--- src/bfpg_pkg.sv ---
// Shared constants, types and register map of the converter supervisor
package bfpg_pkg;

  // ----------------------------------------------------------------------
  // Clock and timing
  // ----------------------------------------------------------------------
  localparam int unsigned CLK_PERIOD_NS = 8;
  typedef logic [20:0] bfpg_cnt_t;
  localparam bfpg_cnt_t CNT_ZERO = 21'h0_0000;
  localparam bfpg_cnt_t CNT_ONE = 21'h0_0001;

  localparam int unsigned LOAD_MAX_US = 120;
  localparam int unsigned HICCUP_PAUSE_US = 9600;
  localparam int unsigned OVERVOLT_DEGLITCH_US = 35;
  localparam int unsigned PWR_GOOD_BLANK_US = 40;
  localparam int unsigned PWR_GOOD_DELAY_US = 125;

  // Longest time rounds down, least times round up
  localparam bfpg_cnt_t LOAD_CYCLES = bfpg_cnt_t'((LOAD_MAX_US * 1000) / CLK_PERIOD_NS);
  localparam bfpg_cnt_t HICCUP_CYCLES =
    bfpg_cnt_t'((HICCUP_PAUSE_US * 1000 + CLK_PERIOD_NS - 1) / CLK_PERIOD_NS);
  localparam bfpg_cnt_t OVERVOLT_CYCLES =
    bfpg_cnt_t'((OVERVOLT_DEGLITCH_US * 1000 + CLK_PERIOD_NS - 1) / CLK_PERIOD_NS);
  localparam bfpg_cnt_t PWR_GOOD_BLANK_CYCLES =
    bfpg_cnt_t'((PWR_GOOD_BLANK_US * 1000 + CLK_PERIOD_NS - 1) / CLK_PERIOD_NS);
  localparam bfpg_cnt_t PWR_GOOD_DELAY_CYCLES =
    bfpg_cnt_t'((PWR_GOOD_DELAY_US * 1000 + CLK_PERIOD_NS - 1) / CLK_PERIOD_NS);

  localparam logic [5:0] OC_TRIP_COUNT = 6'h20;
  localparam logic [5:0] OC_COUNT_ONE = 6'h01;

  // ----------------------------------------------------------------------
  // States and carriers
  // ----------------------------------------------------------------------
  typedef enum logic [5:0] {
    ST_OFF     = 6'h01,
    ST_LOAD    = 6'h02,
    ST_SOFT    = 6'h04,
    ST_RUN     = 6'h08,
    ST_HICCUP  = 6'h10,
    ST_LATCHED = 6'h20
  } bfpg_state_t;

  typedef struct packed {
    logic enable;
    logic undervolt;
    logic thermal;
    logic overcurrent;
    logic feedback_ok_low;
    logic feedback_over;
    logic near_vin;
    logic forced_pwm;
    logic zero_cross;
    logic pwm_on;
    logic ramp_done;
    logic cycle_clk;
  } bfpg_pins_t;

  typedef struct packed {
    logic [7:0] awaddr;
    logic awvalid;
    logic [31:0] wdata;
    logic [3:0] wstrb;
    logic wvalid;
    logic bready;
    logic [7:0] araddr;
    logic arvalid;
    logic rready;
  } bfpg_axi_req_t;

  typedef struct packed {
    logic awready;
    logic wready;
    logic [1:0] bresp;
    logic bvalid;
    logic arready;
    logic [31:0] rdata;
    logic [1:0] rresp;
    logic rvalid;
  } bfpg_axi_rsp_t;

  // ----------------------------------------------------------------------
  // Register map
  // ----------------------------------------------------------------------
  localparam logic [7:0] REG_CTRL_OFS = 8'h00;
  localparam logic [7:0] REG_STATUS_OFS = 8'h04;
  localparam logic [7:0] REG_EVENT_OFS = 8'h08;
  localparam logic [31:0] CTRL_RESET = 32'h0000_0001;
  localparam int unsigned EV_OC_CYCLE = 0;
  localparam int unsigned EV_HICCUP = 1;
  localparam int unsigned EV_OC_LATCH = 2;
  localparam int unsigned EV_OVERVOLT = 3;
  localparam logic [1:0] RESP_OKAY = 2'h0;
  localparam logic [1:0] RESP_SLVERR = 2'h2;

endpackage

--- src/bfpg_ctrl.sv ---
// Top of the step-down converter fault, start-up and power-good supervisor
`timescale 1ns/1ps

// What this block does
// - Overcurrent during a cycle turns high side off and low side on at once.
// - After a current-limit end, high side returns only at the next cycle start.
// - Build option chooses hiccup recovery or latch-off for repeated overcurrent.
// - Hiccup: after 32 back-to-back limit cycles hold high side off 9.6 ms.
// - After the hiccup pause, restart on its own through soft start.
// - Hiccup bursts and pauses repeat as long as the overload stays.
// - Latch option: 32 limit cycles stop switching until enable or power cycles.
// - Latch option: overvoltage when upper comparator holds longer than 35 us.
// - Confirmed overvoltage drops power good and latches both transistors off.
// - Input undervoltage keeps the power stage idle.
// - Over-temperature shuts down; operation resumes once the flag clears.
// - Enable high starts; enable low stops all and sinks the output; never float it.
// - Output near input: high side constantly on, low side off.
// - Power good released at nominal output, low when disabled, undervolt or hot.
// - Power good window: good from 0.48 V, bad at 0.55 V, back below 0.525 V.
// - Each window-driven power-good change waits until its condition held 40 us; forced low is immediate.
// - First power-good release waits 125 us after soft start ends.
// - After enable, load defaults within 120 us, then start soft start.
// - Mode input high forces fixed-frequency operation, never power save.
module bfpg_ctrl #(
  parameter logic LATCH_OFF_VARIANT = 1'b0,
  parameter bfpg_pkg::bfpg_cnt_t LOAD_CYC = bfpg_pkg::LOAD_CYCLES,
  parameter bfpg_pkg::bfpg_cnt_t HICCUP_CYC = bfpg_pkg::HICCUP_CYCLES,
  parameter bfpg_pkg::bfpg_cnt_t OVERVOLT_CYC = bfpg_pkg::OVERVOLT_CYCLES,
  parameter bfpg_pkg::bfpg_cnt_t GOOD_DELAY_CYC = bfpg_pkg::PWR_GOOD_DELAY_CYCLES,
  parameter bfpg_pkg::bfpg_cnt_t GOOD_BLANK_CYC = bfpg_pkg::PWR_GOOD_BLANK_CYCLES
)
(
  input wire logic SYS_CLK_I,
  input wire logic ARST_N_I,
  input wire bfpg_pkg::bfpg_axi_req_t S_AXI_REQ_I,
  output bfpg_pkg::bfpg_axi_rsp_t S_AXI_RSP_O,
  input wire logic ENABLE_I,
  input wire logic INPUT_UNDERVOLTAGE_I,
  input wire logic THERMAL_TRIP_I,
  input wire logic HS_OVERCURRENT_I,
  input wire logic FEEDBACK_LOW_OK_I,
  input wire logic FEEDBACK_OVER_I,
  input wire logic NEAR_VIN_I,
  input wire logic MODE_FORCED_PWM_I,
  input wire logic ZERO_CROSS_I,
  input wire logic PWM_ON_I,
  input wire logic RAMP_DONE_I,
  input wire logic CYCLE_CLK_I,
  input wire logic PWR_GOOD_I,
  output logic HS_ON_O,
  output logic LS_ON_O,
  output logic DISCHARGE_O,
  output logic RAMP_START_O,
  output logic POWER_SAVE_O,
  output logic PWR_GOOD_O,
  output logic PWR_GOOD_OE_O
);
  import bfpg_pkg::*;

  // ----------------------------------------------------------------------
  // Reset release and pin synchronisers
  // ----------------------------------------------------------------------
  logic [1:0] rst_sync_q;
  logic rst_n;
  bfpg_pins_t raw, s1_q, s2_q, s3_q, pin_q, pin_d;
  logic cyc_prev_q;
  logic good_pin_s1_q, good_pin_s2_q;

  always_ff @(posedge SYS_CLK_I or negedge ARST_N_I)
  begin
    if (!ARST_N_I)
      rst_sync_q <= 2'h0;
    else
      rst_sync_q <= {rst_sync_q[0], 1'b1};
  end
  assign rst_n = rst_sync_q[1];

  assign raw = '{enable: ENABLE_I, undervolt: INPUT_UNDERVOLTAGE_I, thermal: THERMAL_TRIP_I,
                 overcurrent: HS_OVERCURRENT_I, feedback_ok_low: FEEDBACK_LOW_OK_I,
                 feedback_over: FEEDBACK_OVER_I, near_vin: NEAR_VIN_I,
                 forced_pwm: MODE_FORCED_PWM_I, zero_cross: ZERO_CROSS_I,
                 pwm_on: PWM_ON_I, ramp_done: RAMP_DONE_I, cycle_clk: CYCLE_CLK_I};

  // A bit moves only once the second and third stages agree
  always_comb
  begin
    pin_d = (s2_q & s3_q) | (pin_q & (s2_q | s3_q));
  end

  always_ff @(posedge SYS_CLK_I or negedge rst_n)
  begin
    if (!rst_n)
    begin
      s1_q <= '0;
      s2_q <= '0;
      s3_q <= '0;
      pin_q <= '0;
      cyc_prev_q <= 1'b0;
      good_pin_s1_q <= 1'b0;
      good_pin_s2_q <= 1'b0;
    end
    else
    begin
      s1_q <= raw;
      s2_q <= s1_q;
      s3_q <= s2_q;
      pin_q <= pin_d;
      cyc_prev_q <= pin_q.cycle_clk;
      good_pin_s1_q <= PWR_GOOD_I;
      good_pin_s2_q <= good_pin_s1_q;
    end
  end

  // ----------------------------------------------------------------------
  // Register bus
  // ----------------------------------------------------------------------
  logic wr_en, wr_err, rd_en, rd_err;
  logic [7:0] wr_addr, rd_addr;
  logic [31:0] wr_data, rd_data;
  logic [3:0] wr_strb;

  bfpg_axil_slave u_axil
  (
    .clk_i(SYS_CLK_I),
    .rst_ni(rst_n),
    .axi_req_i(S_AXI_REQ_I),
    .axi_rsp_o(S_AXI_RSP_O),
    .wr_en_o(wr_en),
    .wr_addr_o(wr_addr),
    .wr_data_o(wr_data),
    .wr_strb_o(wr_strb),
    .wr_err_i(wr_err),
    .rd_en_o(rd_en),
    .rd_addr_o(rd_addr),
    .rd_data_i(rd_data),
    .rd_err_i(rd_err)
  );

  // ----------------------------------------------------------------------
  // Sequencer, current limit and fault handling
  // ----------------------------------------------------------------------
  bfpg_state_t st_q, st_d;
  bfpg_cnt_t tmr_q, tmr_d, ov_cnt_q, ov_cnt_d;
  logic [5:0] occ_q, occ_d;
  logic oc_term_q, oc_term_d, host_en_q, host_en_d;
  logic [3:0] ev_q, ev_d, ev_set;
  logic hs_q, hs_d, ls_q, ls_d, dis_q, dis_d, ramp_q, ramp_d, psave_q, psave_d;
  logic good_q, good_int;
  logic en_ok, fault, switching, sw_next, cycle_start, trip, ov_hit, window_ok;

  always_comb
  begin
    en_ok = pin_q.enable & host_en_q;
    fault = pin_q.undervolt | pin_q.thermal;
    switching = (st_q == ST_RUN || st_q == ST_SOFT) && en_ok && !fault;
    cycle_start = pin_q.cycle_clk & !cyc_prev_q;
    trip = switching & cycle_start & oc_term_q & (occ_q == OC_TRIP_COUNT - OC_COUNT_ONE);
    ov_hit = LATCH_OFF_VARIANT & switching & pin_q.feedback_over
           & (ov_cnt_q == OVERVOLT_CYC);
    st_d = st_q;
    unique case (st_q)
      ST_OFF:
        if (en_ok && !fault)
          st_d = ST_LOAD;
      ST_LOAD:
        if (tmr_q == LOAD_CYC - CNT_ONE)
          st_d = ST_SOFT;
      ST_SOFT:
        if (pin_q.ramp_done)
          st_d = ST_RUN;
      ST_RUN:
        st_d = ST_RUN;
      ST_HICCUP:
        if (tmr_q == HICCUP_CYC - CNT_ONE)
          st_d = ST_SOFT;
      ST_LATCHED:
        st_d = ST_LATCHED;
    endcase
    if (trip)
      st_d = LATCH_OFF_VARIANT ? ST_LATCHED : ST_HICCUP;
    if (ov_hit)
      st_d = ST_LATCHED;
    // A latched converter ignores clearing faults; only enable releases it
    if (fault && st_q != ST_LATCHED)
      st_d = ST_OFF;
    if (!en_ok)
      st_d = ST_OFF;
    tmr_d = (st_d != st_q) ? CNT_ZERO : tmr_q + CNT_ONE;
    ov_cnt_d = (switching && pin_q.feedback_over && ov_cnt_q != OVERVOLT_CYC)
             ? ov_cnt_q + CNT_ONE : (switching && pin_q.feedback_over ? ov_cnt_q : CNT_ZERO);
    oc_term_d = pin_q.overcurrent | (oc_term_q & !cycle_start);
    occ_d = occ_q;
    if (!switching)
      occ_d = 6'h00;
    else if (cycle_start)
      occ_d = oc_term_q ? occ_q + OC_COUNT_ONE : 6'h00;
    sw_next = (st_d == ST_RUN || st_d == ST_SOFT);
    hs_d = sw_next & !oc_term_d & (pin_q.near_vin | pin_q.pwm_on);
    ls_d = sw_next & !hs_d
         & (oc_term_d | (!pin_q.near_vin & (pin_q.forced_pwm | !pin_q.zero_cross)));
    psave_d = sw_next & !hs_d & !oc_term_d & !pin_q.near_vin
            & !pin_q.forced_pwm & pin_q.zero_cross;
    dis_d = !en_ok;
    ramp_d = (st_d == ST_SOFT);
  end

  // ----------------------------------------------------------------------
  // Software registers
  // ----------------------------------------------------------------------
  always_comb
  begin
    ev_set = 4'h0;
    ev_set[EV_OC_CYCLE] = switching & pin_q.overcurrent;
    ev_set[EV_HICCUP] = trip & !LATCH_OFF_VARIANT;
    ev_set[EV_OC_LATCH] = trip & LATCH_OFF_VARIANT;
    ev_set[EV_OVERVOLT] = ov_hit;
    host_en_d = host_en_q;
    ev_d = ev_q;
    wr_err = 1'b0;
    if (wr_en)
    begin
      if (wr_addr == REG_CTRL_OFS && wr_strb[0])
        host_en_d = wr_data[0];
      else if (wr_addr == REG_EVENT_OFS && wr_strb[0])
        ev_d = ev_q & ~wr_data[3:0];
      else if (wr_addr != REG_STATUS_OFS && wr_addr != REG_CTRL_OFS
               && wr_addr != REG_EVENT_OFS)
        wr_err = 1'b1;
    end
    // New events win over a clear in the same cycle
    ev_d = ev_d | ev_set;
    rd_err = 1'b0;
    rd_data = 32'h0000_0000;
    unique case (rd_addr)
      REG_CTRL_OFS:
        rd_data = {31'h0000_0000, host_en_q};
      REG_STATUS_OFS:
        rd_data = {14'h0000, good_pin_s2_q, LATCH_OFF_VARIANT, ls_q, hs_q, good_q,
                   oc_term_q, occ_q, st_q};
      REG_EVENT_OFS:
        rd_data = {28'h000_0000, ev_q};
      default:
        rd_err = rd_en;
    endcase
  end

  always_ff @(posedge SYS_CLK_I or negedge rst_n)
  begin
    if (!rst_n)
    begin
      st_q <= ST_OFF;
      tmr_q <= CNT_ZERO;
      ov_cnt_q <= CNT_ZERO;
      occ_q <= 6'h00;
      oc_term_q <= 1'b0;
      host_en_q <= CTRL_RESET[0];
      ev_q <= 4'h0;
      hs_q <= 1'b0;
      ls_q <= 1'b0;
      dis_q <= 1'b1;
      ramp_q <= 1'b0;
      psave_q <= 1'b0;
      good_q <= 1'b0;
    end
    else
    begin
      st_q <= st_d;
      tmr_q <= tmr_d;
      ov_cnt_q <= ov_cnt_d;
      occ_q <= occ_d;
      oc_term_q <= oc_term_d;
      host_en_q <= host_en_d;
      ev_q <= ev_d;
      hs_q <= hs_d;
      ls_q <= ls_d;
      dis_q <= dis_d;
      ramp_q <= ramp_d;
      psave_q <= psave_d;
      good_q <= good_int;
    end
  end

  // ----------------------------------------------------------------------
  // Power good
  // ----------------------------------------------------------------------
  assign window_ok = pin_q.feedback_ok_low & !pin_q.feedback_over;

  bfpg_pwrgood #(
    .DELAY_CYC(GOOD_DELAY_CYC),
    .BLANK_CYC(GOOD_BLANK_CYC)
  ) u_pwrgood
  (
    .clk_i(SYS_CLK_I),
    .rst_ni(rst_n),
    .force_low_i(!en_ok || fault || st_q == ST_LATCHED),
    .run_i(st_q == ST_RUN),
    .window_ok_i(window_ok),
    .good_o(good_int)
  );

  assign HS_ON_O = hs_q;
  assign LS_ON_O = ls_q;
  assign DISCHARGE_O = dis_q;
  assign RAMP_START_O = ramp_q;
  assign POWER_SAVE_O = psave_q;
  assign PWR_GOOD_O = 1'b0;
  assign PWR_GOOD_OE_O = !good_q;

  // ----------------------------------------------------------------------
  // Checks
  // ----------------------------------------------------------------------
  a_oc_cuts_high:
  assert property (@(posedge SYS_CLK_I) disable iff (!rst_n)
    (switching && pin_q.overcurrent) |=> !hs_q ##0 (ls_q || st_q != ST_RUN && st_q != ST_SOFT))
    else $error("high side stayed on during overcurrent");

  a_no_midcycle_on:
  assert property (@(posedge SYS_CLK_I) disable iff (!rst_n)
    (oc_term_q && !cycle_start) |=> !hs_q)
    else $error("high side restarted inside limited cycle");

  a_trip_to_pause:
  assert property (@(posedge SYS_CLK_I) disable iff (!rst_n)
    (trip && !LATCH_OFF_VARIANT && en_ok && !fault) |=> st_q == ST_HICCUP ##1 !hs_q)
    else $error("32 limit cycles did not start the pause");

  a_pause_restart:
  assert property (@(posedge SYS_CLK_I) disable iff (!rst_n)
    (st_q == ST_HICCUP && tmr_q == HICCUP_CYC - CNT_ONE && en_ok && !fault)
    |=> st_q == ST_SOFT && ramp_q)
    else $error("pause end did not restart through soft start");

  a_latch_holds:
  assert property (@(posedge SYS_CLK_I) disable iff (!rst_n)
    (st_q == ST_LATCHED && en_ok) |=> st_q == ST_LATCHED && !hs_q && !ls_q)
    else $error("latched converter left latch with enable high");

  a_fault_idle:
  assert property (@(posedge SYS_CLK_I) disable iff (!rst_n)
    fault |=> !hs_q && !ls_q)
    else $error("power stage active under fault");

  a_disable_sink:
  assert property (@(posedge SYS_CLK_I) disable iff (!rst_n)
    !en_ok |=> dis_q && st_q == ST_OFF && !hs_q)
    else $error("disable did not stop and discharge");

  a_forced_pwm:
  assert property (@(posedge SYS_CLK_I) disable iff (!rst_n)
    pin_q.forced_pwm |=> !psave_q)
    else $error("power save entered in forced mode");

  a_occ_clear:
  assert property (@(posedge SYS_CLK_I) disable iff (!rst_n)
    (switching && cycle_start && !oc_term_q) |=> occ_q == 6'h00)
    else $error("limit counter not cleared after clean cycle");

endmodule

--- src/bfpg_axil_slave.sv ---
// AXI4-Lite slave front end with one-cycle register strobes
`timescale 1ns/1ps

module bfpg_axil_slave
(
  input wire logic clk_i,
  input wire logic rst_ni,
  input wire bfpg_pkg::bfpg_axi_req_t axi_req_i,
  output bfpg_pkg::bfpg_axi_rsp_t axi_rsp_o,
  output logic wr_en_o,
  output logic [7:0] wr_addr_o,
  output logic [31:0] wr_data_o,
  output logic [3:0] wr_strb_o,
  input wire logic wr_err_i,
  output logic rd_en_o,
  output logic [7:0] rd_addr_o,
  input wire logic [31:0] rd_data_i,
  input wire logic rd_err_i
);
  import bfpg_pkg::*;

  logic aw_have_q, aw_have_d, w_have_q, w_have_d;
  logic [7:0] aw_addr_q, aw_addr_d;
  logic [31:0] w_data_q, w_data_d, rdata_q, rdata_d;
  logic [3:0] w_strb_q, w_strb_d;
  logic bvalid_q, bvalid_d, rvalid_q, rvalid_d;
  logic [1:0] bresp_q, bresp_d, rresp_q, rresp_d;
  logic aw_fire, w_fire, ar_fire;

  always_comb
  begin
    aw_fire = axi_req_i.awvalid & !aw_have_q & !bvalid_q;
    w_fire = axi_req_i.wvalid & !w_have_q & !bvalid_q;
    ar_fire = axi_req_i.arvalid & !rvalid_q;
    aw_have_d = aw_have_q | aw_fire;
    w_have_d = w_have_q | w_fire;
    aw_addr_d = aw_fire ? axi_req_i.awaddr : aw_addr_q;
    w_data_d = w_fire ? axi_req_i.wdata : w_data_q;
    w_strb_d = w_fire ? axi_req_i.wstrb : w_strb_q;
    // Address and data may arrive in either order; write once both are held
    wr_en_o = aw_have_d & w_have_d;
    wr_addr_o = aw_addr_d;
    wr_data_o = w_data_d;
    wr_strb_o = w_strb_d;
    bvalid_d = bvalid_q & !axi_req_i.bready;
    bresp_d = bresp_q;
    if (wr_en_o)
    begin
      aw_have_d = 1'b0;
      w_have_d = 1'b0;
      bvalid_d = 1'b1;
      bresp_d = wr_err_i ? RESP_SLVERR : RESP_OKAY;
    end
    rd_en_o = ar_fire;
    rd_addr_o = axi_req_i.araddr;
    rvalid_d = rvalid_q & !axi_req_i.rready;
    rdata_d = rdata_q;
    rresp_d = rresp_q;
    if (ar_fire)
    begin
      rvalid_d = 1'b1;
      rdata_d = rd_data_i;
      rresp_d = rd_err_i ? RESP_SLVERR : RESP_OKAY;
    end
  end

  always_ff @(posedge clk_i or negedge rst_ni)
  begin
    if (!rst_ni)
    begin
      aw_have_q <= 1'b0;
      w_have_q <= 1'b0;
      aw_addr_q <= 8'h00;
      w_data_q <= 32'h0000_0000;
      w_strb_q <= 4'h0;
      bvalid_q <= 1'b0;
      bresp_q <= RESP_OKAY;
      rvalid_q <= 1'b0;
      rdata_q <= 32'h0000_0000;
      rresp_q <= RESP_OKAY;
    end
    else
    begin
      aw_have_q <= aw_have_d;
      w_have_q <= w_have_d;
      aw_addr_q <= aw_addr_d;
      w_data_q <= w_data_d;
      w_strb_q <= w_strb_d;
      bvalid_q <= bvalid_d;
      bresp_q <= bresp_d;
      rvalid_q <= rvalid_d;
      rdata_q <= rdata_d;
      rresp_q <= rresp_d;
    end
  end

  assign axi_rsp_o = '{awready: !aw_have_q & !bvalid_q, wready: !w_have_q & !bvalid_q,
                       bresp: bresp_q, bvalid: bvalid_q, arready: !rvalid_q,
                       rdata: rdata_q, rresp: rresp_q, rvalid: rvalid_q};

endmodule

--- src/bfpg_pwrgood.sv ---
// Power-good window qualification with start delay and edge blanking
`timescale 1ns/1ps

module bfpg_pwrgood #(
  parameter bfpg_pkg::bfpg_cnt_t DELAY_CYC = bfpg_pkg::PWR_GOOD_DELAY_CYCLES,
  parameter bfpg_pkg::bfpg_cnt_t BLANK_CYC = bfpg_pkg::PWR_GOOD_BLANK_CYCLES
)
(
  input wire logic clk_i,
  input wire logic rst_ni,
  input wire logic force_low_i,
  input wire logic run_i,
  input wire logic window_ok_i,
  output logic good_o
);
  import bfpg_pkg::*;

  logic good_q, good_d, first_q, first_d, target;
  bfpg_cnt_t dly_q, dly_d, blank_q, blank_d;

  always_comb
  begin
    first_d = first_q;
    dly_d = CNT_ZERO;
    if (!run_i || force_low_i)
      first_d = 1'b0;
    else if (!first_q)
    begin
      dly_d = dly_q + CNT_ONE;
      if (dly_q == DELAY_CYC - CNT_ONE)
        first_d = 1'b1;
    end
    target = run_i & first_q & window_ok_i;
    good_d = good_q;
    blank_d = CNT_ZERO;
    if (force_low_i)
      good_d = 1'b0;
    else if (target != good_q)
    begin
      blank_d = blank_q + CNT_ONE;
      if (blank_q == BLANK_CYC - CNT_ONE)
      begin
        good_d = target;
        blank_d = CNT_ZERO;
      end
    end
  end

  always_ff @(posedge clk_i or negedge rst_ni)
  begin
    if (!rst_ni)
    begin
      good_q <= 1'b0;
      first_q <= 1'b0;
      dly_q <= CNT_ZERO;
      blank_q <= CNT_ZERO;
    end
    else
    begin
      good_q <= good_d;
      first_q <= first_d;
      dly_q <= dly_d;
      blank_q <= blank_d;
    end
  end

  assign good_o = good_q;

  a_good_forced_low:
  assert property (@(posedge clk_i) disable iff (!rst_ni) force_low_i |=> !good_q)
    else $error("power good not low while forced");

  a_good_blanked_rise:
  assert property (@(posedge clk_i) disable iff (!rst_ni)
    (!good_q && blank_q != BLANK_CYC - CNT_ONE) |=> !good_q)
    else $error("power good rose before blanking ended");

endmodule

--- config.mk ---
export PLATFORM = sky130hd
export DESIGN_NAME = bfpg_ctrl
export DESIGN_NICKNAME = d
export VERILOG_FILES = /design/src/bfpg_pkg.sv /design/src/bfpg_ctrl.sv /design/src/bfpg_axil_slave.sv /design/src/bfpg_pwrgood.sv
export SDC_FILE = /design/constraint.sdc
export NUM_CORES = 1
export LEC_CHECK = 0
export CORE_MARGIN = 2
export CORE_UTILIZATION = 55
export CTS_CLUSTER_SIZE = 10
export DETAILED_ROUTE_END_ITERATION = 8
export DONT_BUFFER_PORTS = 1
export GPL_TIMING_DRIVEN = 1
export HOLD_SLACK_MARGIN = 0.06
export PLACE_DENSITY_LB_ADDON = 0.12
export SLEW_MARGIN = 25
export SYNTH_ARGS = -nofsm -noshare
export SYNTH_HDL_FRONTEND = slang
export SYNTH_HIERARCHICAL = 1
export SYNTH_SLANG_ARGS = --single-unit
--- constraint.sdc ---
create_clock -name SYS_CLK_I -period 8.1 [get_ports SYS_CLK_I]
set_clock_uncertainty 0.05 [all_clocks]
set_input_delay 1.62 -clock SYS_CLK_I [delete_from_list [all_inputs] [get_ports SYS_CLK_I]]
set_output_delay 1.62 -clock SYS_CLK_I [all_outputs]
set_load 0.03 [all_outputs]
==> results of run 1 <==
## power by group through the flow
stage / Combinational [mW] / Sequential [mW] / Clock, mW
floorplan: 0.233 / 1.19 / 0
global placement: 0.233 / 1.20 / 0
detailed placement: 0.244 / 1.21 / 0
CTS: 0.247 / 1.19 / 0.842
global route: 0.273 / 1.20 / 0.885
finish: 0.245 / 1.19 / 0.820
## routing by layer
metal / wire length [um] / track usage (%) / part of all wire, % / up-vias
met4: 125 / 7.54 / 0.81 / 0
met3: 724 / 4.46 / 4.7 / 12
li1: - / - / - / 2602
met5: 0 / 0 / 0 / -
met2: 7370 / 31.4 / 48 / 122
met1: 7150 / 27.0 / 47 / 2775
## cell type report
cell class / count / area (sq um)
Clock buffer: 20 / 467
Clock inverter: 12 / 120
Fill cell: 1240 / 5990
Inverter: 20 / 75.1
Multi-Input combinational cell: 506 / 3450
Sequential cell: 193 / 4840
Tap cell: 211 / 264
Timing Repair Buffer: 6 / 48.8
## state kept, by name (all words and copies together), names as in the netlist, 2 cells and up
| signal | count |
|---|---|
| st_q | 6 |
| u_pwrgood/blank_q | 21 |
| s2_q | 12 |
| occ_q | 6 |
| ev_q | 4 |
| u_axil/rdata_q | 32 |
| u_pwrgood/dly_q | 21 |
| u_axil/aw_addr_q | 8 |
| s3_q | 12 |
| pin_q | 12 |
| tmr_q | 21 |
| rst_sync_q | 2 |
| s1_q | 12 |
| u_axil/w_data_q | 4 |
## critical path: stages
cell and delay [ps]:
and2_1 480, mux2_4 360, nor4_1 320, nand2_1 160, nor4_1 670, nand2_1 140
o2bb2ai_1 150
## worst paths after layout
check                                startpoint                  end  slack, ps
worst max-delay path            S_AXI_REQ_I[48]              ev_q[0]       4450
worst min-delay path                    s1_q[7]              s2_q[7]        300
worst max register to register  u_axil/bvalid_q              ev_q[0]       4600
worst min register to register          s1_q[7]              s2_q[7]        300
max in group asynchronous         rst_sync_q[1]  u_pwrgood/dly_q[16]       6480
min in group asynchronous         rst_sync_q[1]   u_pwrgood/dly_q[2]        320
## per-stage QoR
step	setup slack (ps)	std cells	cell area, sq um	power [mW]	hold WS (ps)
floorplan	2280	764	8710	1.42	281
global placement	4030	936	8670	1.43	282
detailed placement	3970	936	8670	1.45	285
CTS	4430	968	9260	2.28	300
global route	4290	968	9260	2.36	305
finish	4450	968	9260	2.25	299
## cell usage in the layout (no fill, tap or decap), drive strengths merged, types with 4 or more instances in the layout
master / count
nand2: 41
nand4: 15
nor4: 31
nor2b: 10
a22oi: 6
xor2: 24
nor3b: 6
o21ai: 15
inv: 26
and3: 9
and4: 7
maj3: 12
nor4b: 6
and2: 18
or4: 12
mux2: 49
ha: 5
xnor2: 22
nor3: 23
dfrtp: 190
or4b: 4
clkbuf: 20
conb: 19
a21oi: 22
nand3: 28
nor2: 69
o31ai: 5
buf: 6
or3: 4
==> reports/summary.txt, run 1 <==
CP required -> 8350 ps
sw power -> 0.614 mW
combinational share of power -> 10.9%
DPL Wire Length -> 10700 um
cts repair resizes -> 0
maximum VDD drop -> 0.160 mV
post-CTS setup buffers -> 0
worst reg2reg path depth -> 8
vias in the first global route -> 5491
largest net degree at the start of global routing -> 86
Internal -> 1.64 mW
setup violators final -> 0
num rows -> 45
initial antenna violation count -> 0
Syn Std Cell Area -> 0.00865 sq mm
setup tns final -> 0 ps
CTS tree -> done
insertion delay to the later sink of the worst-skew pair -> 430 ps
Crit Path Category -> primary input to flip-flop
CP Launch Type -> primary input
via count -> 5511
total track usage -> 19.9%
first-pass GRT wire length -> 26400 um
Worst Hold Depth -> 0
I/O Pins -> 120
die area -> 0.0167 sq mm
CP Capture Type -> flip-flop
# diodes -> 0
Hold Fails Final Rpt -> 0
cts bufs inserted -> 17
Core Area -> 0.0153 sq mm
DR pass1 iterations -> 5
Starting Density -> 56.7%
worst slew pin tran -> 891 ps
RePlAce Congestion -> 0.907
PwrDens -> 243 mW/mm^2
layout cell share with drive strength beyond 1 -> 15.1%
Max Fclk -> 0.274 GHz
post-layout util -> 60.7%
DR iter-0 viols -> 409
Net Sw Frac -> 27.3%
Routed Antenna Nets -> 0
Hold Buf Count CTS -> 0
clock-pin slew on the worst setup and hold paths -> 70 ps
die width -> 129 um
Sink Count -> 193
grt ovf -> 0
clock period minus final worst setup slack -> 3650 ps
Via density -> 5.69
RSZ-0062 raised after global routing -> false
status -> finished, final reports clean
synth warn -> 6
Slew Viols, Final -> 0
CTS max path bufs -> 2
DRC violations left -> 0
Flop pwr share -> 52.7%
Root Buffer -> clkbuf_16
Syn Inst Count -> 748
Port Buffers -> 0
period utilization -> 45.1%
nets -> 821
clock share of power -> 36.4%
WP data arrival -> 3900 ps
Max-Cap Viols -> 0
Die Ht -> 129 um
CP Max Fanout -> 10
H-tree level count -> 4
Hold/Removal Path Class -> flip-flop to flip-flop
P&R area growth vs syn -> 7.13%
Slew Limit Headroom -> 40.4%
Avg Cell Area, Syn -> 11.6 sq um
Wirelength per Cell -> 15.9 um
Post-Route WL -> 15400 um
cell leakage power -> 3.82 nW
(Power assumes the default switching activity.)
==> inputs of run 2 (changes only) <==
==> constraint.sdc (replaced) <==
create_clock -name SYS_CLK_I -period 3.2 [get_ports SYS_CLK_I]
set_clock_uncertainty 0.05 [all_clocks]
set_input_delay 0.64 -clock SYS_CLK_I [delete_from_list [all_inputs] [get_ports SYS_CLK_I]]
set_output_delay 0.64 -clock SYS_CLK_I [all_outputs]
set_load 0.03 [all_outputs]
==> run 2 against run 1 <==
Clock power up 150%; global-route usage up 0.23 points; register-to-register slack worse by 4400 ps; critical endpoint is now tmr_q[9].
==> reports/summary.txt, run 2 (same netlist as run 1, synthesis figures left out) <==
status -> finished, final reports clean
DR pass1 iterations -> 4 (-1)
cts bufs inserted -> 17 (unchanged)
setup tns final -> 0 ps (unchanged)
CTS tree -> done
WP data arrival -> 3160 ps (-740 ps)
CP required -> 3410 ps (-4940 ps)
P&R area growth vs syn -> 8.03%
largest net degree at the start of global routing -> 59 (-31%)
Core Area -> 0.0153 sq mm (unchanged)
Wirelength per Cell -> 16.1 um (+1.7%)
slowest CP cell -> nor2_1
hold_ws -> 185 ps (-114 ps)
Reg2Reg Launch Point -> tmr_q[16]
Largest register FFs -> 32 (unchanged)
DPL Wire Length -> 11100 um (+3.6%)
CP most frequent cell -> or4_1
Hold Buf Count CTS -> 1 (+1)
Root Buffer -> clkbuf_16
num rows -> 45 (unchanged)
grt ovf -> 0 (unchanged)
PwrDens -> 612 mW/mm^2 (+150%)
period utilization -> 92.3%
total track usage -> 20.1% (+0.23 points)
CP Max Fanout -> 11 (+1)
cell leakage power -> 3.85 nW (+0.91%)
clock period minus final worst setup slack -> 2950 ps
worst slew pin tran -> 931 ps (+40.5 ps)
die width -> 129 um (unchanged)
Hold Fails Final Rpt -> 0 (unchanged)
Sink Count -> 193 (unchanged)
Max-Cap Viols -> 0 (unchanged)
layout cell share with drive strength beyond 1 -> 15.7% (+0.61 points)
most frequent cells in the layout -> 189 x dfrtp_1, 68 x nor2_1, 41 x nand2_1
I/O Pins -> 120 (unchanged)
Post-Route WL -> 15800 um (+2.6%)
clock-pin slew on the worst setup and hold paths -> 70 ps (about the same)
H-tree level count -> 4 (unchanged)
RePlAce Congestion -> 0.887 (-2.2%)
via count -> 5517 (+0.11%)
post-CTS setup buffers -> 0 (unchanged)
Hold/Removal Path Class -> primary input to flip-flop
vias in the first global route -> 5554 (+1.1%)
R2R setup slack -> 250 ps (-4350 ps)
Slew Limit Headroom -> 37.7% (-2.7 points)
RSZ-0062 raised after global routing -> false
maximum VDD drop -> 0.349 mV (+120%)
Via density -> 5.65 (-0.81%)
insertion delay to the later sink of the worst-skew pair -> 430 ps (about the same)
Crit Path Category -> flip-flop to flip-flop
initial antenna violation count -> 0 (unchanged)
Die Ht -> 129 um (unchanged)
nets -> 830 (+1.1%)
DRC violations left -> 0 (unchanged)
CP max stage delay -> 730 ps (+60 ps)
# diodes -> 0 (unchanged)
cts repair resizes -> 0 (unchanged)
leading cell type in the layout, fill and taps excluded -> dfrtp_1
reg-to-reg endpoint -> tmr_q[9]
Max Fclk -> 0.339 GHz
Starting Density -> 56.7% (unchanged)
worst reg2reg path depth -> 6 (-2)
CP endpoint -> tmr_q[9]
Port Buffers -> 0 (unchanged)
setup violators final -> 0 (unchanged)
Setup crit start -> tmr_q[16]
die area -> 0.0167 sq mm (unchanged)
CTS max path bufs -> 2 (unchanged)
first-pass GRT wire length -> 26600 um (+1.0%)
CP Capture Type -> flip-flop
Routed Antenna Nets -> 0 (unchanged)
DR iter-0 viols -> 352 (-14%)
CP Launch Type -> flip-flop
Largest Register -> u_axil/rdata_q
Slew Viols, Final -> 0 (unchanged)
worst-path cell chain -> or4_1, or4_1, nor3_2, nor4b_2, nor2_1, nor4_1
## run 2: power breakdown
| part | internal (mW) | total, mW | switching, mW |
|---|---|---|---|
| logic | 0.338 | 0.682 | 0.344 |
| registers | 2.69 | 3.00 | 0.305 |
| clock network | 1.14 | 2.04 | 0.899 |
| total | 4.17 | 5.72 | 1.55 |
## run 2: critical path, delay by kind of cell, from the launching register on
kind	cells	cell delay, ps
flip-flops	1	420
AND/OR/NAND/NOR	6	2310
## run 2: worst min path at each step
stage | to | startpoint | depth (start not counted) | slack (ps)
5_1_grt | s1_q[2] | PWM_ON_I | 0 | 160
3_3_place_gp | s2_q[7] | s1_q[7] | 0 | 280
4_1_cts | s1_q[0] | CYCLE_CLK_I | 0 | 170
2_1_floorplan | good_pin_s2_q | good_pin_s1_q | 0 | 280
3_5_place_dp | s2_q[10] | s1_q[10] | 0 | 280
6_report | s1_q[0] | CYCLE_CLK_I | 0 | 190
## run 2: layout make-up
cell class / count / area (sq um)
fill: 1220 / 5920
sequential: 193 / 4840
multi-input combinational: 506 / 3450
clock buffer: 22 / 474
tap: 211 / 264
timing repair buffer: 15 / 140
clock inverter: 10 / 98.8
inverter: 20 / 75.1
## run 2: routing by layer
layer  GRT usage, %  up-vias  part of all wire, %
li1               -     2625                    -
met1           26.8     2757                   46
met2           32.4      118                   48
met3           4.34       17                  4.2
met4           7.80        0                  1.1
met5              0        -                    0
## run 2: metrics by stage
stage                     total power, mW  instance area [sq um]  util [%]  worst slack, ps  instances
final                                5.72                   9340      61.2              247        977
after global routing                 5.98                   9340      61.2             6.51        977
after CTS                            5.78                   9340      61.2              244        977
after detailed placement             3.72                   8760      57.4              268        944
after global placement               3.67                   8760      57.4              361        944
after floorplan                      3.59                   8710         -              632        764
